**src/rtl/wrc_map.vh**
```
`ifndef WRC_MAP_VH
`define WRC_MAP_VH

// ************************************************************
// Register offsets (byte addresses, one aligned word each)
// ************************************************************
`define WRC_OFF_KEY 12'h000
`define WRC_OFF_UPPER 12'h004
`define WRC_OFF_COUNT 12'h008
`define WRC_OFF_IRQ_STAT 12'h00c
`define WRC_OFF_IRQ_CLR 12'h010
`define WRC_OFF_IRQ_EN 12'h014
`define WRC_OFF_STATE 12'h018

// ************************************************************
// Values and reset values
// ************************************************************
`define WRC_KEY_DISARM 8'h55
`define WRC_KEY_RST 8'h55
`define WRC_CNT_RST 24'h000000
`define WRC_LOW_CLEAR 16'h0000
`define WRC_IRQ_EN_RST 3'h0
`define WRC_IRQ_STAT_RST 3'h0
`define WRC_RDATA_RST 32'h00000000

// ************************************************************
// Field positions
// ************************************************************
`define WRC_IRQ_BITS 3
`define WRC_EV_OVERFLOW 0
`define WRC_EV_RESTART 1
`define WRC_EV_ARMED 2
`define WRC_ST_ARMED 0
`define WRC_ST_SUSPEND 1
`define WRC_ST_RSTREQ 2

`endif

```
**src/rtl/wrc_counter.v**
```verilog
`timescale 1ns/100ps
`default_nettype none
`include "wrc_map.vh"

// ************************************************************
// 24-bit overflow counter with upper byte load
// ************************************************************
module wrc_counter (
	input wire clk,
	input wire resetn,
	input wire count_en,
	input wire load_en,
	input wire [7:0] load_byte,
	output reg [23:0] count_r,
	output wire wrap
);

	// Carry out of the top bit; a load in the same cycle pre-empts it
	assign wrap = count_en & ~load_en & (&count_r);

	// Load beats increment so a restart is never lost
	always @(posedge clk or negedge resetn) begin
		if (!resetn) begin
			count_r <= `WRC_CNT_RST;
		end else if (load_en) begin
			count_r <= {load_byte, `WRC_LOW_CLEAR};
		end else if (count_en) begin
			count_r <= count_r + 24'h000001;
		end
	end

endmodule // wrc_counter

`default_nettype wire

```
**src/rtl/wrc_top.v**
```verilog
// Summary of operation
// - While armed, every counter overflow raises a system reset request.
// - After any reset the watchdog is disarmed: no counting, no resets.
// - Idle or power-down mode stops counting and reset generation.
// - Key value 55h disarms; any other key value arms the watchdog.
// - Any reset loads the key register with 55h.
// - The counter is 24 bits, counting up, cleared to zero on reset.
// - While armed the counter adds one per machine cycle.
// - Overflow issues a reset and reloads the key with 55h.
// - Upper byte write loads bits 23:16 and clears bits 15:0.
// - The upper byte register is a write-only 8-bit port.
`timescale 1ns/100ps
`default_nettype none
`include "wrc_map.vh"

module wrc_top (
	input wire clk,
	input wire resetn,
	input wire psel,
	input wire penable,
	input wire pwrite,
	input wire [11:0] paddr,
	input wire [31:0] pwdata,
	output reg [31:0] prdata,
	output wire pready,
	output wire pslverr,
	input wire machine_cycle,
	input wire idle_mode,
	input wire power_down_mode,
	output reg sys_reset_req,
	output reg irq
);

	// ************************************************************
	// Declarations
	// ************************************************************
	reg [7:0] key_r;
	reg [7:0] key_nxt;
	reg [`WRC_IRQ_BITS-1:0] irq_stat_r;
	wire [`WRC_IRQ_BITS-1:0] irq_stat_nxt;
	reg [`WRC_IRQ_BITS-1:0] irq_en_r;
	reg [`WRC_IRQ_BITS-1:0] irq_en_nxt;
	reg [1:0] req_state_r;
	reg [1:0] req_state_nxt;
	reg armed_d_r;
	reg [31:0] rdata_nxt;
	wire [23:0] count;
	wire wrap;
	wire armed;
	wire suspended;
	wire count_en;
	wire setup;
	wire access;
	wire wr_acc;
	wire mapped;
	wire sel_key;
	wire sel_upper;
	wire sel_count;
	wire sel_stat;
	wire sel_clr;
	wire sel_en;
	wire sel_state;
	wire rd_setup;
	wire wr_key;
	wire wr_upper;
	wire wr_irq_clr;
	wire wr_irq_en;
	wire [`WRC_IRQ_BITS-1:0] events;
	wire [`WRC_IRQ_BITS-1:0] irq_clr_mask;
	wire [`WRC_IRQ_BITS-1:0] irq_pend;

	// Reset-request states, one-hot
	localparam REQ_IDLE = 2'b01;
	localparam REQ_HOLD = 2'b10;

	// ************************************************************
	// APB decode
	// ************************************************************

	// Zero wait states: every access completes in its first access cycle
	assign pready = 1'b1;
	assign setup = psel & ~penable;
	assign access = psel & penable;
	assign wr_acc = access & pwrite;
	assign rd_setup = setup & ~pwrite;

	// One-hot register select; low address bits must be zero, so a
	// misaligned address selects nothing instead of aliasing a register
	assign sel_key = (paddr == `WRC_OFF_KEY);
	assign sel_upper = (paddr == `WRC_OFF_UPPER);
	assign sel_count = (paddr == `WRC_OFF_COUNT);
	assign sel_stat = (paddr == `WRC_OFF_IRQ_STAT);
	assign sel_clr = (paddr == `WRC_OFF_IRQ_CLR);
	assign sel_en = (paddr == `WRC_OFF_IRQ_EN);
	assign sel_state = (paddr == `WRC_OFF_STATE);

	// A hole in the map is any address that selects nothing
	assign mapped = sel_key | sel_upper | sel_count | sel_stat |
		sel_clr | sel_en | sel_state;

	// Error only for holes in the map, stores nothing
	assign pslverr = access & ~mapped;

	// Write strobes, one per writable register
	assign wr_key = wr_acc & sel_key;
	assign wr_upper = wr_acc & sel_upper;
	assign wr_irq_clr = wr_acc & sel_clr;
	assign wr_irq_en = wr_acc & sel_en;

	// ************************************************************
	// Arming and suspension
	// ************************************************************

	// Armed is decoded from the key contents, not from a separate bit
	assign armed = (key_r != `WRC_KEY_DISARM);

	// Power manager drives these from the same clock; no synchroniser
	assign suspended = idle_mode | power_down_mode;

	// Count only on machine-cycle strobes while armed and awake
	assign count_en = armed & machine_cycle & ~suspended;

	// ************************************************************
	// Counter
	// ************************************************************
	wrc_counter u_counter (
		.clk(clk),
		.resetn(resetn),
		.count_en(count_en),
		.load_en(wr_upper),
		.load_byte(pwdata[7:0]),
		.count_r(count),
		.wrap(wrap)
	);

	// ************************************************************
	// Key register
	// ************************************************************

	// Overflow reload wins over a software key write in the same cycle
	always @* begin
		key_nxt = key_r;
		if (wrap) begin
			key_nxt = `WRC_KEY_DISARM;
		end else if (wr_key) begin
			key_nxt = pwdata[7:0];
		end
	end

	always @(posedge clk or negedge resetn) begin
		if (!resetn) begin
			key_r <= `WRC_KEY_RST;
		end else begin
			key_r <= key_nxt;
		end
	end

	// ************************************************************
	// Reset request
	// ************************************************************

	// Raised at the wrap strobe, dropped at the next machine-cycle strobe,
	// so the request spans one full machine cycle even at slow strobe rates
	always @* begin
		req_state_nxt = req_state_r;
		case (req_state_r)
			REQ_IDLE: begin
				if (wrap) begin
					req_state_nxt = REQ_HOLD;
				end
			end
			REQ_HOLD: begin
				if (!wrap && machine_cycle) begin
					req_state_nxt = REQ_IDLE;
				end
			end
			default: begin
				req_state_nxt = REQ_IDLE;
			end
		endcase
	end

	// Output is a flop copy of the hold state, so it never glitches
	always @(posedge clk or negedge resetn) begin
		if (!resetn) begin
			req_state_r <= REQ_IDLE;
			sys_reset_req <= 1'b0;
		end else begin
			req_state_r <= req_state_nxt;
			sys_reset_req <= (req_state_nxt == REQ_HOLD);
		end
	end

	// ************************************************************
	// Interrupt status, enable and clear
	// ************************************************************

	// Delayed armed flag to catch the disarmed-to-armed edge
	always @(posedge clk or negedge resetn) begin
		if (!resetn) begin
			armed_d_r <= 1'b0;
		end else begin
			armed_d_r <= armed;
		end
	end

	// Event sources; each is a one-cycle pulse
	assign events[`WRC_EV_OVERFLOW] = wrap;
	assign events[`WRC_EV_RESTART] = wr_upper;
	assign events[`WRC_EV_ARMED] = armed & ~armed_d_r;

	// Only a write to the clear register removes bits
	assign irq_clr_mask = wr_irq_clr ? pwdata[`WRC_IRQ_BITS-1:0] : {`WRC_IRQ_BITS{1'b0}};

	// Enable takes a new mask at the access edge
	always @* begin
		irq_en_nxt = irq_en_r;
		if (wr_irq_en) begin
			irq_en_nxt = pwdata[`WRC_IRQ_BITS-1:0];
		end
	end

	// Sticky bits; a new event beats a clear in the same cycle
	genvar gi;
	generate
		for (gi = 0; gi < `WRC_IRQ_BITS; gi = gi + 1) begin : g_stat
			assign irq_stat_nxt[gi] = events[gi] |
				(irq_stat_r[gi] & ~irq_clr_mask[gi]);
			assign irq_pend[gi] = irq_stat_nxt[gi] & irq_en_nxt[gi];
		end
	endgenerate

	// Status register
	always @(posedge clk or negedge resetn) begin
		if (!resetn) begin
			irq_stat_r <= `WRC_IRQ_STAT_RST;
		end else begin
			irq_stat_r <= irq_stat_nxt;
		end
	end

	// Enable register
	always @(posedge clk or negedge resetn) begin
		if (!resetn) begin
			irq_en_r <= `WRC_IRQ_EN_RST;
		end else begin
			irq_en_r <= irq_en_nxt;
		end
	end

	// Built from next values so the flop matches status and mask as they
	// stand after each edge, with no extra cycle of lag
	always @(posedge clk or negedge resetn) begin
		if (!resetn) begin
			irq <= 1'b0;
		end else begin
			irq <= |irq_pend;
		end
	end

	// ************************************************************
	// Read data
	// ************************************************************

	// Write-only registers and holes read as zero
	always @* begin
		rdata_nxt = 32'h00000000;
		case (paddr)
			`WRC_OFF_KEY: begin
				rdata_nxt[7:0] = key_r;
			end
			`WRC_OFF_COUNT: begin
				rdata_nxt[23:0] = count;
			end
			`WRC_OFF_IRQ_STAT: begin
				rdata_nxt[`WRC_IRQ_BITS-1:0] = irq_stat_r;
			end
			`WRC_OFF_IRQ_EN: begin
				rdata_nxt[`WRC_IRQ_BITS-1:0] = irq_en_r;
			end
			`WRC_OFF_STATE: begin
				rdata_nxt[`WRC_ST_ARMED] = armed;
				rdata_nxt[`WRC_ST_SUSPEND] = suspended;
				rdata_nxt[`WRC_ST_RSTREQ] = (req_state_r == REQ_HOLD);
			end
			default: begin
				rdata_nxt = 32'h00000000;
			end
		endcase
	end

	// Captured in the setup cycle so prdata is a flop during access;
	// the counter value is the one seen at the setup edge
	always @(posedge clk or negedge resetn) begin
		if (!resetn) begin
			prdata <= `WRC_RDATA_RST;
		end else if (rd_setup) begin
			prdata <= rdata_nxt;
		end
	end

endmodule // wrc_top

`default_nettype wire

```
**config.mk**
```make
export PLATFORM = sky130hd
export DESIGN_NAME = wrc_top
export DESIGN_NICKNAME = d
export VERILOG_FILES = /design/src/rtl/wrc_counter.v /design/src/rtl/wrc_top.v
export VERILOG_INCLUDE_DIRS = /design/src /design/src/rtl
export SDC_FILE = /design/constraint.sdc
export NUM_CORES = 1
export LEC_CHECK = 0
export BUFFER_PORTS_ARGS = -buffer_cell sky130_fd_sc_hd__buf_2
export CORE_MARGIN = 5
export CORE_UTILIZATION = 50
export CTS_CLUSTER_DIAMETER = 200
export DETAILED_ROUTE_END_ITERATION = 12
export PLACE_DENSITY = 0.76
export REMOVE_ABC_BUFFERS = 1
export SLEW_MARGIN = 20
export SYNTH_ARGS = -nofsm -noshare
export SYNTH_HDL_FRONTEND = slang
export SYNTH_SLANG_ARGS = --single-unit
```
**constraint.sdc**
```tcl
create_clock -name clk -period 3.23 [get_ports clk]
set_clock_uncertainty 0.2 [all_clocks]
set_input_delay 0.646 -clock clk [delete_from_list [all_inputs] [get_ports clk]]
set_output_delay 0.646 -clock clk [all_outputs]
set_load 0.05 [all_outputs]
```
Word level (Yosys, flattened, before mapping)
Index checks and enable logic that the tools add are counted.
{ "totals": {"ram_bits": 0, "ff_bits": 67, "in_bits": 52, "n_memories": 0, "latchBits": 0, "output_inout_bits": 36, "romBits": 0} }
{ "classes": {"n_eq_ne": 10, "div": 0, "n_mux": 12, "bitwise_logic": 39, "add_sub_neg": 1, "shift": 0, "order_cmp": 0, "n_mul": 0, "reduce_logical": 7} }
{ "ops": {"columns": ["operator", "count"], "rows": [
  ["24-bit two-way mux", 2],
  ["12-bit by 5-bit equality test with 1-bit output (second input constant)", 3],
  ["24-bit by 1-bit adder with 24-bit output (second input constant)", 1],
  ["12-bit by 4-bit equality test with 1-bit output (second input constant)", 2],
  ["24-bit AND reduction", 1],
  ["1-bit bitwise AND", 20],
  ["16-bit two-way mux", 1],
  ["8-bit two-way mux", 2],
  ["3-bit case mux with 5 select lines", 1],
  ["12-bit by 3-bit equality test with 1-bit output (second input constant)", 1],
  ["12-bit zero test", 1],
  ["1-bit bitwise OR", 10],
  ["5-bit case mux with 2 select lines", 1],
  ["1-bit NOT", 9],
  ["8-bit by 7-bit != test with 1-bit output (second input constant)", 1],
  ["3-bit two-way mux", 2],
  ["2-bit equality test (second input constant)", 2],
  ["2-bit two-way mux", 2],
  ["2-bit case mux with 2 select lines", 1],
  ["2-bit nonzero test", 2],
  ["3-bit OR reduction", 1],
  ["2-bit by 1-bit equality test with 1-bit output (second input constant)", 1],
  ["1-bit logical AND", 1],
  ["1-bit zero test", 1]
]} }

Logic depth before layout (Yosys ltp)
{ "logic_depth": {"ltp_word": 11, "depth_mapped": 7, "depth_no_buf": 6} }

Cells and area by module
From an unflattened synthesis, not the netlist that was laid out.
{ "unflattened": {"cells_unflattened": 324, "area_unflattened_um2": 3383.2} }
{ "modules_own_cells": {"columns": ["module", "seq_area_each_um2", "area_each_um2", "n_inst", "cells_each"], "rows": [
  ["wrc_top", 1082.3, 2072.0, 1, 179],
  ["wrc_counter", 600.6, 1311.3, 1, 145]
]} }

Worst setup path before layout
Ideal clock, no wire load.
{ "synth_path": {"path_kind": "input -> output", "from": "in paddr[9]", "to": "out pslverr", "arrival_ns": 2.192, "slack_ns": 0.192, "n_path_buf": 1, "stages": 5, "cell_sequence": "or4_4 -> or3_1 -> buf_2 -> a31o_2 -> and3_1"} }
{ "synth_via": {"elab_chain_len": 9, "elab_cells_between_ends": 15} }
{ "synth_lines": {"columns": ["item", "line_no", "rtl"], "rows": [
  ["from (decl)", "wrc_top.v:22", "input wire [11:0] paddr,"],
  ["12-bit by 3-bit equality test with 1-bit output (no line) / 12-bit zero test (equally long branches)", null, null],
  ["1-bit bitwise OR (4 in series)", "wrc_top.v:98", "assign mapped = sel_key | sel_upper | sel_count | sel_stat |"],
  ["1-bit bitwise OR", "wrc_top.v:99", "sel_clr | sel_en | sel_state;"],
  ["1-bit bitwise OR (*)", "wrc_top.v:99", null],
  ["1-bit NOT (*)", "wrc_top.v:102", "assign pslverr = access & ~mapped;"],
  ["1-bit bitwise AND (*)", "wrc_top.v:102", null],
  ["to (decl)", "wrc_top.v:26", "output wire pslverr,"]
]} }
Mark *: on every way between the ends. The rest lies on a longest branch, timed or not.

Worst setup path after layout
Ends and elaborated chain as after synthesis.

==> out/metrics.cfg <==
[status]
outcome=finished clean

[final_layout]
final_nets=474
fin_area_um2=4070
n_antenna_cell=0
drive_gt1_share_pct=24.1
seq_area_um2=1680
fillers=609
area_growth_pct=16.8
fin_cells=520
multi_input_area_um2=1640

[route]
detail_route.vias_per_cell=5.44
totalWireLength_um=7880
ant_nets=0
initialDrtViolationCount=143
dr.pass1.iters=5
vias=2830
drc=0
avgRoutedWirePerCell_um=15.2

[floorplan]
num_io_pins=88
die_w_um=93.5
fp.coreArea_um2=6790
die_y_um=93.5
initial_core_util_pct=51.3
rows=30
dieArea_um2=8730

[logic_synthesis]
yosysSeqAreaShare_pct=48.3
async_flop_share_pct=100
avgSynthCellArea_um2=9.59
yosysWarnings=0
ys.flop_type=dfrtp_1
synth_cells=363
yosysUniqueCellTypes=57
synth-edff-count=0
synth-seq-cells=67
synth_area_um2=3480

[clocking]
cts_max_level=3
clk_latency_ns=0.35
postCtsHoldBufs=0
path_clk_slew_ns=0.08
post_cts.repair.setup_buffers=0
clock-root-buffer=clkbuf_8
cts_tree=yes
cts_made_buffers=9
cts_buffer_depth=2
cts_resized=0
cts_sinks=67

[worst_setup_path]
critPathKind=in -> out
critPathLaunchType=input pin
cp_data_arrival_time_ns=2.21
max_stage_delay_ns=0.54
slowest_stage=or4_4
worst_setup_path_end_kind=output pin
path_cells=buf_2, or4_4, or3_1, a31o_2, and3_1, buf_2
cp_max_fo=3
required_ns=2.38
crit_top_cell=buf_2

[sta]
setup_viol=0
finalHoldViolCount=0
slew_violations=0
period_needed_ns=3.06
fin_crit_sh_pct=94.7
worstMarginPinSlew_ns=0.635
relSlewSlack_pct=57.6
fin_setup_tns_ns=0
timing.fmax_mhz=327
rsz0062_at_grt=no

[pwr]
p_per_area_nw_per_um2=472
p_leak_nw=2.06
vdd_drop_max_mv=0.262

[placement]
hpwlAfterDp_um=5750
portBuffers=54
dp_cells=504
placed_area_um2=3850
place_congestion=0.856

[run]
cap_violations=0

[hold_path]
hp-class=in -> async

[global_routing]
grt_antenna_before_repair=0
grt_pass1_vias=2801
grt_max_degree=40
grtUsageTotal_pct=19.7
grt.overflow.total=0
grt_pass1_wl_um=13500

## cells in the final DEF, fill, tap and decap left out, drive strengths merged, types with 11 or more instances in the layout
master and instances:
nor2 35, nand4 14, buf 65, o21ai 12
dfrtp 62, xor2 19, inv 11, nand2 53
mux2i 11, nand3 25
## Yosys cell counts, types with 2 or more instances
master,count,area [µm²]
nor3_1,2,10.0
nand4b_1,2,17.5
inv_1,10,37.5
nand3_1,24,120
xnor2_1,4,35.0
a211oi_1,2,15.0
mux2i_1,11,110
conb_1,2,7.51
nor2b_1,2,12.5
nand3b_1,2,15.0
ha_1,3,37.5
nor4_1,3,18.8
dfrtp_1,62,1550
and4bb_2,2,25.0
buf_4,11,82.6
o21ai_1,2,10.0
nor2_1,35,131
nor3b_1,2,15.0
buf_2,5,25.0
a22oi_1,3,22.5
a2111oi_0,2,17.5
a21oi_1,7,35.0
clkbuf_1,11,41.3
or2_2,3,18.8
and3_1,8,50.1
nand4_1,14,87.6
and4_1,5,43.8
nand2_1,53,199
xor2_1,19,166
a31oi_1,2,12.5
and2_1,4,25.0
or3_1,2,12.5
o21ai_0,10,50.1
dfstp_2,5,131
a221oi_1,6,52.6
or3b_2,2,17.5
## per-layer routing
| layer | global-route usage, % | wire [µm] | up-vias |
|---|---|---|---|
| li1 | - | - | 1368 |
| met1 | 26.3 | 3410 | 1348 |
| met2 | 31.5 | 3780 | 103 |
| met3 | 3.62 | 549 | 11 |
| met4 | 7.81 | 140 | 0 |
| met5 | 0 | 0 | - |
## state kept, by name, summed over array words and instances (netlist names)
name and count:
sys_reset_req 1, u_counter.count_r 24, armed_d_r 1, prdata 24, irq_en_r 3, key_r 8, irq 1, req_state_r 2
irq_stat_r 3
## path summary, 6_finish.rpt
check / cells past startpoint / startpoint / slack (ns) / to
setup / recovery: 6 / paddr[9] / 0.17 / pslverr
min in group clk: 2 / prdata[9] / 0.26 / prdata[9]
hold / removal: 1 / resetn / 0.11 / prdata[19]
max in group asynchronous: 2 / resetn / 2.03 / key_r[6]
hold reg to reg: 2 / prdata[9] / 0.26 / prdata[9]
setup reg to reg: 6 / u_counter.count_r[0] / 1.08 / req_state_r[1]
## metrics by stage
stage | setup slack [ns] | hold WS (ns) | utilization, % | total power, mW
final | 0.170 | 0.110 | 59.9 | 1.92
after global routing | 0.140 | 0.162 | 59.9 | 2.01
after CTS | 0.162 | 0.131 | 59.9 | 1.94
after detailed placement | 0.167 | 0.251 | 56.7 | 1.17
after global placement | 0.184 | 0.243 | 56.7 | 1.17
after floorplan | 0.175 | 0.150 | - | 1.08
## area by class of cell
| type | instances | share of cell area, % |
|---|---|---|
| multi-input combinational | 266 | 40.4 |
| sequential | 67 | 41.4 |
| clock inverter | 6 | 2.18 |
| inverter | 10 | 0.923 |
| clock buffer | 10 | 3.14 |
| timing repair buffer | 65 | 8.98 |
| tap | 96 | 2.95 |
## cell families after synthesis
kind of cell	Yosys count	share of synthesized area, %
buf+inv	37	5.35
flops	67	48.3
xor+xnor	23	5.79
other cells	2	0.216
mux	12	3.49
fa+ha+maj	3	1.08
compound gates	47	10.2
simple gates	172	25.6
## critical path, delay by kind of cell
family | cells | cell delay [ns]
AO/OA/AOI/OAI | 1 | 0.22
buffers and inverters | 2 | 0.30
AND/OR/NAND/NOR | 3 | 1.05
## power by group
group,internal (mW),switching [mW],total (mW)
Sequential,0.881,0.0483,0.929
Combinational,0.0731,0.157,0.230
Clock,0.436,0.326,0.762
Total,1.39,0.532,1.92
Power figures use the tool's default switching activity.
